===== config.mk =====
export PLATFORM = sky130hd
export DESIGN_NAME = ppmi_top
export DESIGN_NICKNAME = d
export VERILOG_FILES = /design/src/ppmi_pkg.sv /design/src/ppmi_hold_filter.sv /design/src/ppmi_top.sv
export SDC_FILE = /design/constraint.sdc
export NUM_CORES = 1
export LEC_CHECK = 0
export ABC_AREA = 0
export BUFFER_PORTS_ARGS = -buffer_cell sky130_fd_sc_hd__buf_2
export CORE_MARGIN = 2
export CORE_UTILIZATION = 45
export CTS_CLUSTER_DIAMETER = 40
export DETAILED_ROUTE_END_ITERATION = 8
export GPL_ROUTABILITY_DRIVEN = 0
export PLACE_DENSITY_LB_ADDON = 0.15
export SLEW_MARGIN = 20
export SYNTH_ARGS = -nofsm -noshare
export SYNTH_HDL_FRONTEND = slang
export SYNTH_SLANG_ARGS = --single-unit

===== constraint.sdc =====
create_clock -name clock -period 3.05 [get_ports clock]
set_clock_uncertainty 0.15 [all_clocks]
set_input_delay 0.1525 -clock clock [delete_from_list [all_inputs] [get_ports clock]]
set_output_delay 0.1525 -clock clock [all_outputs]
set_load 0.05 [all_outputs]

===== src/ppmi_pkg.sv =====
package ppmi_pkg;

  // register byte addresses
  localparam logic [7:0] PPMI_ADDR_MASK     = 8'h00;
  localparam logic [7:0] PPMI_ADDR_PATTERN  = 8'h04;
  localparam logic [7:0] PPMI_ADDR_CONTROL  = 8'h08;
  localparam logic [7:0] PPMI_ADDR_IRQ_STAT = 8'h0c;
  localparam logic [7:0] PPMI_ADDR_IRQ_MASK = 8'h10;
  localparam logic [7:0] PPMI_ADDR_PORT     = 8'h14;
  localparam int         PPMI_ADDR_W        = 8;

  // key_match_control fields
  localparam int PPMI_CTL_ACTIVE_BIT = 0;
  localparam int PPMI_CTL_POL_BIT    = 1;
  localparam int PPMI_CTL_INTEN_BIT  = 2;
  localparam int PPMI_CTL_FLAG_BIT   = 3;

  // irq status / irq mask fields
  localparam int PPMI_IRQ_MATCH_BIT = 0;
  localparam int PPMI_IRQ_WAKE_BIT  = 1;
  localparam int PPMI_IRQ_W         = 2;

  // reset values
  localparam logic [7:0] PPMI_MASK_RST    = 8'h00;
  localparam logic [7:0] PPMI_PATTERN_RST = 8'h00;
  localparam logic [1:0] PPMI_IRQ_RST     = 2'h0;

  // match must persist longer than this many core clocks
  localparam int PPMI_MATCH_HOLD_CLKS = 6;
  localparam int PPMI_PORT_WIDTH      = 8;

endpackage


===== src/ppmi_hold_filter.sv =====
`timescale 1ns/100ps
`default_nettype none

module ppmi_hold_filter #(
  parameter int HOLD = 6
) (
  input  wire logic clock,
  input  wire logic sys_rst,
  input  wire logic cond,
  output logic      pass
);

  localparam int CW = $clog2(HOLD + 2);
  localparam logic [CW-1:0] CNT_MAX = CW'(HOLD);

  if (HOLD < 1) begin : g_chk
    $error("ppmi_hold_filter: HOLD must be at least 1");
  end

  typedef struct packed {
    logic [CW-1:0] cnt;
    logic          pass;
  } ppmi_filt_t;

  ppmi_filt_t st_q;
  ppmi_filt_t st_d;

  // counts consecutive cycles of cond; pass once cond has been seen HOLD+1 cycles
  always_comb begin
    st_d = st_q;
    if (!cond) begin
      st_d.cnt = '0;
    end else if (st_q.cnt < CNT_MAX) begin
      st_d.cnt = st_q.cnt + CW'(1);
    end
    st_d.pass = cond && (st_q.cnt >= CNT_MAX);
  end

  always_ff @(posedge clock or posedge sys_rst) begin
    if (sys_rst) begin
      st_q <= '0;
    end else begin
      st_q <= st_d;
    end
  end

  assign pass = st_q.pass;

endmodule

`default_nettype wire


===== src/ppmi_top.sv =====
`timescale 1ns/100ps
`default_nettype none

// Notes on behaviour
// - mask bits choose which port pins take part; masked pins never affect matching.
// - stored pattern is compared continuously with the live port value.
// - polarity bit picks equal or not-equal as the match condition.
// - flag sets when the selected condition holds while the function is active.
// - interrupt request comes from the flag only when its enable is set.
// - pattern all ones with not-equal: any unmasked pin low sets the flag.
// - enabled match interrupt wakes the core from idle and power-down.
// - flag sets only after the condition persists more than six clocks.
module ppmi_top
#(
  parameter int PORT_WIDTH = ppmi_pkg::PPMI_PORT_WIDTH,
  parameter int HOLD_CLKS  = ppmi_pkg::PPMI_MATCH_HOLD_CLKS
) (
  input  wire logic                  clock,
  input  wire logic                  sys_rst,
  input  wire logic                  wb_cyc_i,
  input  wire logic                  wb_stb_i,
  input  wire logic                  wb_we_i,
  input  wire logic [31:0]           wb_adr_i,
  input  wire logic [3:0]            wb_sel_i,
  input  wire logic [31:0]           wb_dat_i,
  output logic      [31:0]           wb_dat_o,
  output logic                       wb_ack_o,
  input  wire logic [PORT_WIDTH-1:0] port_in,
  input  wire logic                  idle_mode,
  input  wire logic                  power_down_mode,
  output logic                       key_int_req,
  output logic                       core_wake,
  output logic                       irq
);

  import ppmi_pkg::*;

  if (PORT_WIDTH < 1 || PORT_WIDTH > 8) begin : g_chk_width
    $error("ppmi_top: PORT_WIDTH must be 1 to 8");
  end
  if (HOLD_CLKS < 1) begin : g_chk_hold
    $error("ppmi_top: HOLD_CLKS must be at least 1");
  end

  typedef struct packed {
    logic [PORT_WIDTH-1:0] key_match_mask;
    logic [PORT_WIDTH-1:0] key_match_pattern;
    logic                  active;
    logic                  match_polarity_select;
    logic                  int_en;
    logic                  pattern_match_flag;
    logic [PPMI_IRQ_W-1:0] irq_status;
    logic [PPMI_IRQ_W-1:0] irq_mask;
    logic                  ack;
    logic [31:0]           rdata;
    logic                  int_req;
    logic                  wake;
    logic                  irq;
  } ppmi_state_t;

  ppmi_state_t st_q;
  ppmi_state_t st_d;

  logic [PORT_WIDTH-1:0] pin_differs;
  logic                  all_equal;
  logic                  match_cond;
  logic                  hold_pass;

  // per-pin compare, gated by the mask
  for (genvar i = 0; i < PORT_WIDTH; i++) begin : g_pin
    assign pin_differs[i] = st_q.key_match_mask[i] &&
                            (port_in[i] != st_q.key_match_pattern[i]);
  end

  assign all_equal  = (pin_differs == '0);
  // polarity 1 selects not-equal, so pattern all ones catches any pin pulled low
  assign match_cond = st_q.active &&
                      (st_q.match_polarity_select ? !all_equal : all_equal);

  ppmi_hold_filter #(
    .HOLD (HOLD_CLKS)
  ) u_hold (
    .clock   (clock),
    .sys_rst (sys_rst),
    .cond    (match_cond),
    .pass    (hold_pass)
  );

  logic                  bus_req;
  logic                  bus_wr;
  logic [PPMI_ADDR_W-1:0] bus_addr;
  logic                  addr_hi_zero;
  logic                  flag_set;
  logic                  flag_rise;
  logic                  sleeping;
  logic                  wake_cond;
  logic [PPMI_IRQ_W-1:0] irq_events;
  logic [31:0]           rd_word;

  assign bus_req      = wb_cyc_i && wb_stb_i && !st_q.ack;
  assign bus_wr       = bus_req && wb_we_i && wb_sel_i[0];
  assign bus_addr     = wb_adr_i[PPMI_ADDR_W-1:0];
  assign addr_hi_zero = (wb_adr_i[31:PPMI_ADDR_W] == '0);

  assign flag_set  = hold_pass && st_q.active;
  assign flag_rise = flag_set && !st_q.pattern_match_flag;
  assign sleeping  = idle_mode || power_down_mode;
  assign wake_cond = sleeping && st_q.pattern_match_flag && st_q.int_en;

  always_comb begin
    irq_events = '0;
    irq_events[PPMI_IRQ_MATCH_BIT] = flag_rise;
    irq_events[PPMI_IRQ_WAKE_BIT]  = wake_cond && !st_q.wake;
  end

  // read mux; unmapped or out-of-range addresses read zero
  always_comb begin
    rd_word = 32'h0000_0000;
    if (addr_hi_zero) begin
      case (bus_addr)
        PPMI_ADDR_MASK: begin
          rd_word[PORT_WIDTH-1:0] = st_q.key_match_mask;
        end
        PPMI_ADDR_PATTERN: begin
          rd_word[PORT_WIDTH-1:0] = st_q.key_match_pattern;
        end
        PPMI_ADDR_CONTROL: begin
          rd_word[PPMI_CTL_ACTIVE_BIT] = st_q.active;
          rd_word[PPMI_CTL_POL_BIT]    = st_q.match_polarity_select;
          rd_word[PPMI_CTL_INTEN_BIT]  = st_q.int_en;
          rd_word[PPMI_CTL_FLAG_BIT]   = st_q.pattern_match_flag;
        end
        PPMI_ADDR_IRQ_STAT: begin
          rd_word[PPMI_IRQ_W-1:0] = st_q.irq_status;
        end
        PPMI_ADDR_IRQ_MASK: begin
          rd_word[PPMI_IRQ_W-1:0] = st_q.irq_mask;
        end
        PPMI_ADDR_PORT: begin
          rd_word[PORT_WIDTH-1:0] = port_in;
        end
        default: begin
          rd_word = 32'h0000_0000;
        end
      endcase
    end
  end

  always_comb begin
    st_d       = st_q;
    st_d.ack   = bus_req;
    st_d.rdata = bus_req ? rd_word : st_q.rdata;

    if (bus_wr && addr_hi_zero) begin
      case (bus_addr)
        PPMI_ADDR_MASK: begin
          st_d.key_match_mask = wb_dat_i[PORT_WIDTH-1:0];
        end
        PPMI_ADDR_PATTERN: begin
          st_d.key_match_pattern = wb_dat_i[PORT_WIDTH-1:0];
        end
        PPMI_ADDR_CONTROL: begin
          st_d.active                = wb_dat_i[PPMI_CTL_ACTIVE_BIT];
          st_d.match_polarity_select = wb_dat_i[PPMI_CTL_POL_BIT];
          st_d.int_en                = wb_dat_i[PPMI_CTL_INTEN_BIT];
          // writing one leaves the flag alone; only zero clears it
          if (!wb_dat_i[PPMI_CTL_FLAG_BIT]) begin
            st_d.pattern_match_flag = 1'b0;
          end
        end
        PPMI_ADDR_IRQ_STAT: begin
          st_d.irq_status = st_q.irq_status & ~wb_dat_i[PPMI_IRQ_W-1:0];
        end
        PPMI_ADDR_IRQ_MASK: begin
          st_d.irq_mask = wb_dat_i[PPMI_IRQ_W-1:0];
        end
        default: begin
          st_d.active = st_q.active;
        end
      endcase
    end

    // hardware set wins over a same-cycle software clear
    if (flag_set) begin
      st_d.pattern_match_flag = 1'b1;
    end
    st_d.irq_status = st_d.irq_status | irq_events;

    st_d.int_req = st_d.pattern_match_flag && st_d.int_en;
    st_d.wake    = wake_cond;
    st_d.irq     = |(st_d.irq_status & st_d.irq_mask);
  end

  always_ff @(posedge clock or posedge sys_rst) begin
    if (sys_rst) begin
      st_q                   <= '0;
      st_q.key_match_mask    <= PPMI_MASK_RST[PORT_WIDTH-1:0];
      st_q.key_match_pattern <= PPMI_PATTERN_RST[PORT_WIDTH-1:0];
      st_q.irq_status        <= PPMI_IRQ_RST;
      st_q.irq_mask          <= PPMI_IRQ_RST;
    end else begin
      st_q <= st_d;
    end
  end

  assign wb_ack_o    = st_q.ack;
  assign wb_dat_o    = st_q.rdata;
  assign key_int_req = st_q.int_req;
  assign core_wake   = st_q.wake;
  assign irq         = st_q.irq;

  // checks

  a_ack_one_cycle:
  assert property (@(posedge clock) disable iff (sys_rst)
    wb_ack_o |=> !wb_ack_o)
  else $error("ack held longer than one cycle");

  a_ack_answers_req:
  assert property (@(posedge clock) disable iff (sys_rst)
    (wb_cyc_i && wb_stb_i && !wb_ack_o) |=> wb_ack_o)
  else $error("bus request not answered next cycle");

  a_masked_pins_out:
  assert property (@(posedge clock) disable iff (sys_rst)
    (st_q.key_match_mask == '0) |-> all_equal)
  else $error("masked pins affected the compare");

  a_compare_live:
  assert property (@(posedge clock) disable iff (sys_rst)
    all_equal == (((port_in ^ st_q.key_match_pattern) & st_q.key_match_mask) == '0))
  else $error("pattern compare disagrees with port");

  a_polarity_pick:
  assert property (@(posedge clock) disable iff (sys_rst)
    (st_q.active && st_q.match_polarity_select && all_equal) |-> !match_cond)
  else $error("not-equal mode matched an equal port");

  a_long_match_sets:
  assert property (@(posedge clock) disable iff (sys_rst)
    match_cond [*8] |=> st_q.pattern_match_flag)
  else $error("persistent match did not set the flag");

  a_short_ignored:
  assert property (@(posedge clock) disable iff (sys_rst)
    $rose(st_q.pattern_match_flag) |->
      $past(match_cond, 2) && $past(match_cond, 5) && $past(match_cond, 8))
  else $error("flag set without seven clocks of match");

  a_int_req_gated:
  assert property (@(posedge clock) disable iff (sys_rst)
    key_int_req |-> (st_q.pattern_match_flag && st_q.int_en))
  else $error("interrupt request without enabled flag");

  a_any_key_low:
  assert property (@(posedge clock) disable iff (sys_rst)
    (st_q.active && st_q.match_polarity_select && (&st_q.key_match_pattern) &&
     ((~port_in & st_q.key_match_mask) != '0)) [*8] |=> st_q.pattern_match_flag)
  else $error("any-key press did not set the flag");

  a_wake_from_sleep:
  assert property (@(posedge clock) disable iff (sys_rst)
    core_wake |-> $past(sleeping && st_q.pattern_match_flag && st_q.int_en))
  else $error("wake without enabled flag while sleeping");

  a_flag_clear_zero:
  assert property (@(posedge clock) disable iff (sys_rst)
    (bus_wr && addr_hi_zero && bus_addr == PPMI_ADDR_CONTROL &&
     !wb_dat_i[PPMI_CTL_FLAG_BIT] && !flag_set) |=> !st_q.pattern_match_flag)
  else $error("flag not cleared by writing zero");

  a_irq_level:
  assert property (@(posedge clock) disable iff (sys_rst)
    irq == (|(st_q.irq_status & st_q.irq_mask)))
  else $error("irq does not follow masked status");

  a_inactive_quiet:
  assert property (@(posedge clock) disable iff (sys_rst)
    !st_q.active |=> !hold_pass)
  else $error("inactive block let the hold filter pass");

  a_flag_needs_on:
  assert property (@(posedge clock) disable iff (sys_rst)
    $rose(st_q.pattern_match_flag) |-> $past(st_q.active))
  else $error("flag set while the function was off");

  a_match_event:
  assert property (@(posedge clock) disable iff (sys_rst)
    $rose(st_q.pattern_match_flag) |-> st_q.irq_status[PPMI_IRQ_MATCH_BIT])
  else $error("flag rise did not log a match event");

  a_equal_mode:
  assert property (@(posedge clock) disable iff (sys_rst)
    (st_q.active && !st_q.match_polarity_select) |-> (match_cond == all_equal))
  else $error("equal mode does not follow the compare");

  a_mask_write:
  assert property (@(posedge clock) disable iff (sys_rst)
    (bus_wr && addr_hi_zero && bus_addr == PPMI_ADDR_MASK) |=>
      (st_q.key_match_mask == $past(wb_dat_i[PORT_WIDTH-1:0])))
  else $error("mask write did not land");

  a_pattern_write:
  assert property (@(posedge clock) disable iff (sys_rst)
    (bus_wr && addr_hi_zero && bus_addr == PPMI_ADDR_PATTERN) |=>
      (st_q.key_match_pattern == $past(wb_dat_i[PORT_WIDTH-1:0])))
  else $error("pattern write did not land");

  a_sel_ignored:
  assert property (@(posedge clock) disable iff (sys_rst)
    (bus_req && wb_we_i && !wb_sel_i[0]) |=>
      ($stable(st_q.key_match_mask) && $stable(st_q.key_match_pattern)))
  else $error("write without byte lane changed a register");

  a_int_req_off:
  assert property (@(posedge clock) disable iff (sys_rst)
    !st_q.int_en |-> !key_int_req)
  else $error("interrupt request while disabled");

  a_int_req_on:
  assert property (@(posedge clock) disable iff (sys_rst)
    (st_q.pattern_match_flag && st_q.int_en) |-> key_int_req)
  else $error("enabled flag raised no interrupt request");

  a_wake_idle:
  assert property (@(posedge clock) disable iff (sys_rst)
    (idle_mode && st_q.pattern_match_flag && st_q.int_en) |=> core_wake)
  else $error("enabled flag did not wake from idle");

  a_wake_power_down:
  assert property (@(posedge clock) disable iff (sys_rst)
    (power_down_mode && st_q.pattern_match_flag && st_q.int_en) |=> core_wake)
  else $error("enabled flag did not wake from power-down");

  a_wake_needs_sleep:
  assert property (@(posedge clock) disable iff (sys_rst)
    !sleeping |=> !core_wake)
  else $error("wake raised while the core was awake");

  a_flag_sticky:
  assert property (@(posedge clock) disable iff (sys_rst)
    (st_q.pattern_match_flag &&
     !(bus_wr && addr_hi_zero && bus_addr == PPMI_ADDR_CONTROL &&
       !wb_dat_i[PPMI_CTL_FLAG_BIT])) |=> st_q.pattern_match_flag)
  else $error("flag dropped without a clearing write");

  a_flag_sets_again:
  assert property (@(posedge clock) disable iff (sys_rst)
    (bus_wr && addr_hi_zero && bus_addr == PPMI_ADDR_CONTROL &&
     !wb_dat_i[PPMI_CTL_FLAG_BIT] && flag_set) |=> st_q.pattern_match_flag)
  else $error("held match lost the flag on a clear");

endmodule

`default_nettype wire


; Yosys cells after proc, flatten, opt, wreduce, memory -nomap -nowiden
; Cells that the tools add are included.
[word_totals]
word_cells = 82
inputBits = 83
reg_bits = 64
[op_classes]
n_reduce_logical = 33
addsub = 1
bitwise_logic = 4
n_lt_le_gt_ge = 2
n_eq_ne = 14
n_mux = 13
[op_table]
columns = op, n
row1 = 24-bit logical NOT, 1
row2 = 1-bit logical AND, 21
row3 = 8-bit by 4-bit equality test with 1-bit output (second input constant), 2
row4 = 8-bit by 5-bit equality test with 1-bit output (second input constant), 2
row5 = 8-bit logical NOT, 2
row6 = 2-bit case mux with 6 select lines, 1
row7 = 4-bit case mux with 3 select lines, 1
row8 = 8-bit by 3-bit equality test with 1-bit output (second input constant), 1
row9 = 8-bit 2-to-1 mux, 1
row10 = 1-bit inequality test, 8
row11 = 2-bit case mux with 4 select lines, 1
row12 = 2-bit 2-to-1 mux, 3
row13 = 3-bit 2-to-1 mux, 2
row14 = 6-bit 2-to-1 mux, 1
row15 = 2-bit AND reduction, 3
row16 = 2-bit bitwise AND, 2
row17 = 1-bit logical NOT, 4
row18 = 3-bit by 1-bit adder with 3-bit output (second input constant), 1
row19 = 3-bit greater-or-equal comparator (second input constant), 1
row20 = 3-bit < comparator (second input constant), 1
row21 = 1-bit 2-to-1 mux, 3
row22 = 2-bit inequality test (second input constant), 1
row23 = 2-bit inverter, 1
row24 = 2-bit bitwise OR, 1
row25 = 2 further kinds, 2

; Longest topological paths before layout
[depth]
depth_word = 9
mapped_depth = 7
depth_no_buf = 6

; By module
; A second synthesis with hierarchy kept.
[unflattened]
cells_unflattened = 226
area_unflattened_um2 = 2433.6
[by_module_without_submodules]
columns = mod, seq_area_each_um2, cells_per_inst, n_inst, area_per_inst_um2
row1 = ppmi_top, 900.9, 209, 1, 2245.9
row2 = ppmi_hold_filter, 100.1, 17, 1, 187.7

; Worst setup path after synthesis
; Ideal clock, no wire load.
[synth_path]
kind = register -> register
start = register st_q (netlist bit wb_ack_o)
end = register st_q (netlist bit irq)
t_required_ns = 2.779
stages_incl_launch_ff = 7
slack_ns = 0.621
setup_ns = 0.121
arrival_ns = 2.158
synth_period_minus_slack_ns = 2.429
cell_sequence = dfrtp_1 nand3b_1 inv_1 nand4b_1 nor4_1 mux2_2 a22o_1
[synth_lines]
columns = element, line
row1 = "start, declared", ppmi_top.sv:61  ; ppmi_state_t st_q;
row2 = "start signal, assigned", ppmi_top.sv:202  ; st_q <= st_d;

==> summary.txt <==
Clock tree
  – CTS tree: done
  – # clock sinks: 40
  – Clk slew on worst S/H paths: 80 ps
  – Num CTS Buffers: 5
  – Clock tree root driver cell: clkbuf_8
  – Clock buffer depth: 2
  – CTS H-tree depth: 2
  – Skew-Pair Late Insertion Delay: 290 ps

STA
  – Setup violators final: 0
  – RSZ-0062 raised after global routing: no
  – Fin. Hold Viols: 0
  – Total negative slack: 0 ps
  – Max Slew Vio Count: 0
  – Tmin final: 2300 ps
  – Fmax: 434 MHz
  – Worst-Margin Slew: 501 ps
  – Slew headroom: 0.666
  – Final Cycle Share: 0.756

Final layout
  – Finished Core Util: 0.545
  – Fraction of layout cells with a size suffix above 1: 0.405
  – Diode count: 0
  – NumNets Final: 363
  – Syn-to-layout area delta: 17.9%
  – Area occupied by multi-input gates: 0.00114 sq mm
  – Register Area: 0.00100 sq mm
  – Fillcell total: 476
  – Final cell count without fillers: 349

Yosys
  – Area of the mapped netlist: 0.00233 sq mm
  – EDFF count, synth: 0
  – Top-count cell post-synth: dfrtp_1
  – Most common flop cell mapped by yosys: dfrtp_1
  – Synth Register Bits: 40
  – Share of the synthesized area in the top cell type: 0.429
  – Cell type with the largest total area after synthesis: dfrtp_1
  – Syn. warnings: 0
  – Mapped Avg Cell Area: 11.2 sq um
  – Register area share after synthesis: 0.429
  – Synthesized netlist cell count: 209
  – Post-synth top cells: 40 x dfrtp_1, 32 x buf_4, 23 x mux2_2, 10 x nand2_1, 9 x xor2_1
  – Synth cell types: 43
  – Most area-consuming cells after synthesis: dfrtp_1 43%, mux2_2 11%, buf_4 10%
  – Post-synth ARST share: 1.00

Worst setup path
  – Top delay family on crit path: simple AND/OR/NAND/NOR gates
  – Bufs and invs on worst path: 1
  – RR Endpoint: irq$_DFF_PP0_
  – Required time worst endpoint: 3080 ps
  – CP Capture Type: register
  – CP max-delay cell: nor4_1
  – Setup CP Type: reg2reg
  – Crit start category: register
  – FF-to-FF path depth: 6
  – Worst EP arrival: 2330 ps
  – Worst R2R Setup Slack: 750 ps
  – Reg2reg start: wb_ack_o$_DFF_PP0_
  – CP peak stage delay: 510 ps
  – Cells along the critical path: nand3b_1, inv_1, nand4b_1, nor4_1, mux2_2, a22o_1
  – Crit Path Max Fanout: 5

Global routing
  – Total Routing Usage GR: 0.188
  – Largest net degree at the start of global routing: 41
  – Initial antenna violation count: 0
  – Gr ovfl total: 0
  – First-pass GRT wire length: 8.56 mm
  – Vias in the first global route: 1,706

Floorplan
  – Height of the die: 76.0 um
  – DIE AREA: 0.00577 sq mm
  – Top-level I/O count: 119
  – Initial Utilization: 0.463
  – Std cell rows: 26
  – CORE AREA: 0.00504 sq mm
  – Die X: 76.0 um

Worst hold path
  – Worst Hold Class: in2reg
  – Hold depth: 2
  – Min-delay src: wb_dat_i[2]
  – Worst Hold Path EP: st_q[41]$_DFF_PP0_

Place
  – IO buf count: 67
  – Placed insts: 336
  – Hpwl dp: 3.83 mm

Detailed routing
  – Total iterations of the first detailed-routing run: 4
  – ANT nets after route: 0
  – Final wirelength: 5.03 mm
  – DRT iter0 DRCs: 79
  – Vias per Instance: 4.97
  – Residual DRC: 0
  – Via count: 1,735
  – Wire per inst: 14.4 um

Power and ir drop
  – Leak: 1.40 nW
  – VDD IR-drop max: 229 uV
  – PD cells: 376 mW/mm^2

Run
  – Max-Cap Viols: 0

Status
  – Status: complete, no violations
[timing repair]
action,CTS,global route
hold endpoints to repair,49,0
gates resized for setup,0,0
buffers inserted,0,0
hold buffers,6,0
[metrics by stage]
step                      instance area (sq um)  setup WS (ps)  total power [mW]  hold WS [ps]
after floorplan                            2420            621             0.670           139
after global placement                     2610            590             0.702           164
after detailed placement                   2610            621             0.703           162
after CTS                                  2750            745              1.05          7.91
after global routing                       2750            563              1.08          7.45
final                                      2750            746              1.03          8.11
[layout make-up]
type                            count  share of cell area
Clock buffer                        5              0.0250
Clock inverter                      2             0.00455
Inverter                            6             0.00819
Multi-Input combinational cell    150               0.414
Sequential cell                    40               0.364
Tap cell                           70              0.0319
Timing Repair Buffer               76               0.152
[layer usage]
layer | GRT usage | vias to the layer above | part of all wire | wire length (um)
li1 | - | 853 | - | -
met1 | 0.267 | 802 | 0.46 | 2330
met2 | 0.288 | 75 | 0.46 | 2330
met3 | 0.0462 | 5 | 0.061 | 307
met4 | 0.0527 | 0 | 0.012 | 61
met5 | 0 | - | 0 | 0
[cell usage in the layout (no fill, tap or decap), types with 2 or more instances in the layout]
master | synthesis | final
nand2b_1 | 4 | 4
o32a_1 | 2 | 2
a22o_1 | 5 | 5
clkbuf_8 | 0 | 5
mux2_2 | 23 | 23
inv_1 | 6 | 6
dfrtp_1 | 40 | 40
o211ai_1 | 3 | 3
o22ai_1 | 4 | 4
nor4_2 | 6 | 6
a22oi_1 | 8 | 8
xor2_1 | 9 | 9
nor2_1 | 8 | 8
o21ai_0 | 4 | 4
dlygate4sd3_1 | 0 | 6
mux2_4 | 3 | 3
nor3b_1 | 3 | 3
mux2i_1 | 5 | 5
buf_4 | 32 | 3
a21oi_1 | 4 | 4
buf_2 | 1 | 67
conb_1 | 1 | 24
a211oi_1 | 2 | 2
nand2_1 | 10 | 10
nor4_1 | 3 | 3
nor2b_1 | 2 | 2
a32oi_1 | 2 | 2
[worst max-delay path by stage]
stage,startpoint,end,slack [ps],cells past startpoint
floorplan,wb_ack_o$_DFF_PP0_,irq$_DFF_PP0_,620,6
global placement,wb_adr_i[23],irq$_DFF_PP0_,590,6
detailed placement,wb_adr_i[23],irq$_DFF_PP0_,620,6
CTS,wb_ack_o$_DFF_PP0_,irq$_DFF_PP0_,740,6
global route,wb_ack_o$_DFF_PP0_,irq$_DFF_PP0_,560,6
finish,wb_ack_o$_DFF_PP0_,irq$_DFF_PP0_,750,6
[registers in the layout, indices dropped and copies added, names as in the netlist]
name / count
key_int_req: 1
u_hold.pass: 1
u_hold.st_q: 3
irq: 1
core_wake: 1
st_q: 24
wb_dat_o: 8
wb_ack_o: 1
[cells by family after synthesis]
kind of cell | Yosys count | synth area share
and+or+nand+nor | 48 | 0.137
buffers and inverters | 42 | 0.120
DFF | 40 | 0.429
AOI/OAI and AO/OA | 35 | 0.108
muxes | 32 | 0.161
xor gates and xnor gates | 10 | 0.0376
adders and majority gates | 1 | 0.00536
other | 1 | 0.00161
[power breakdown]
group	leakage, nW	internal, mW	switching (mW)	total (mW)
Combinational	0.808	0.0477	0.119	0.166
Clock	0.0400	0.155	0.182	0.337
Sequential	0.553	0.531	0.000251	0.531
(Power assumes the default switching activity.)
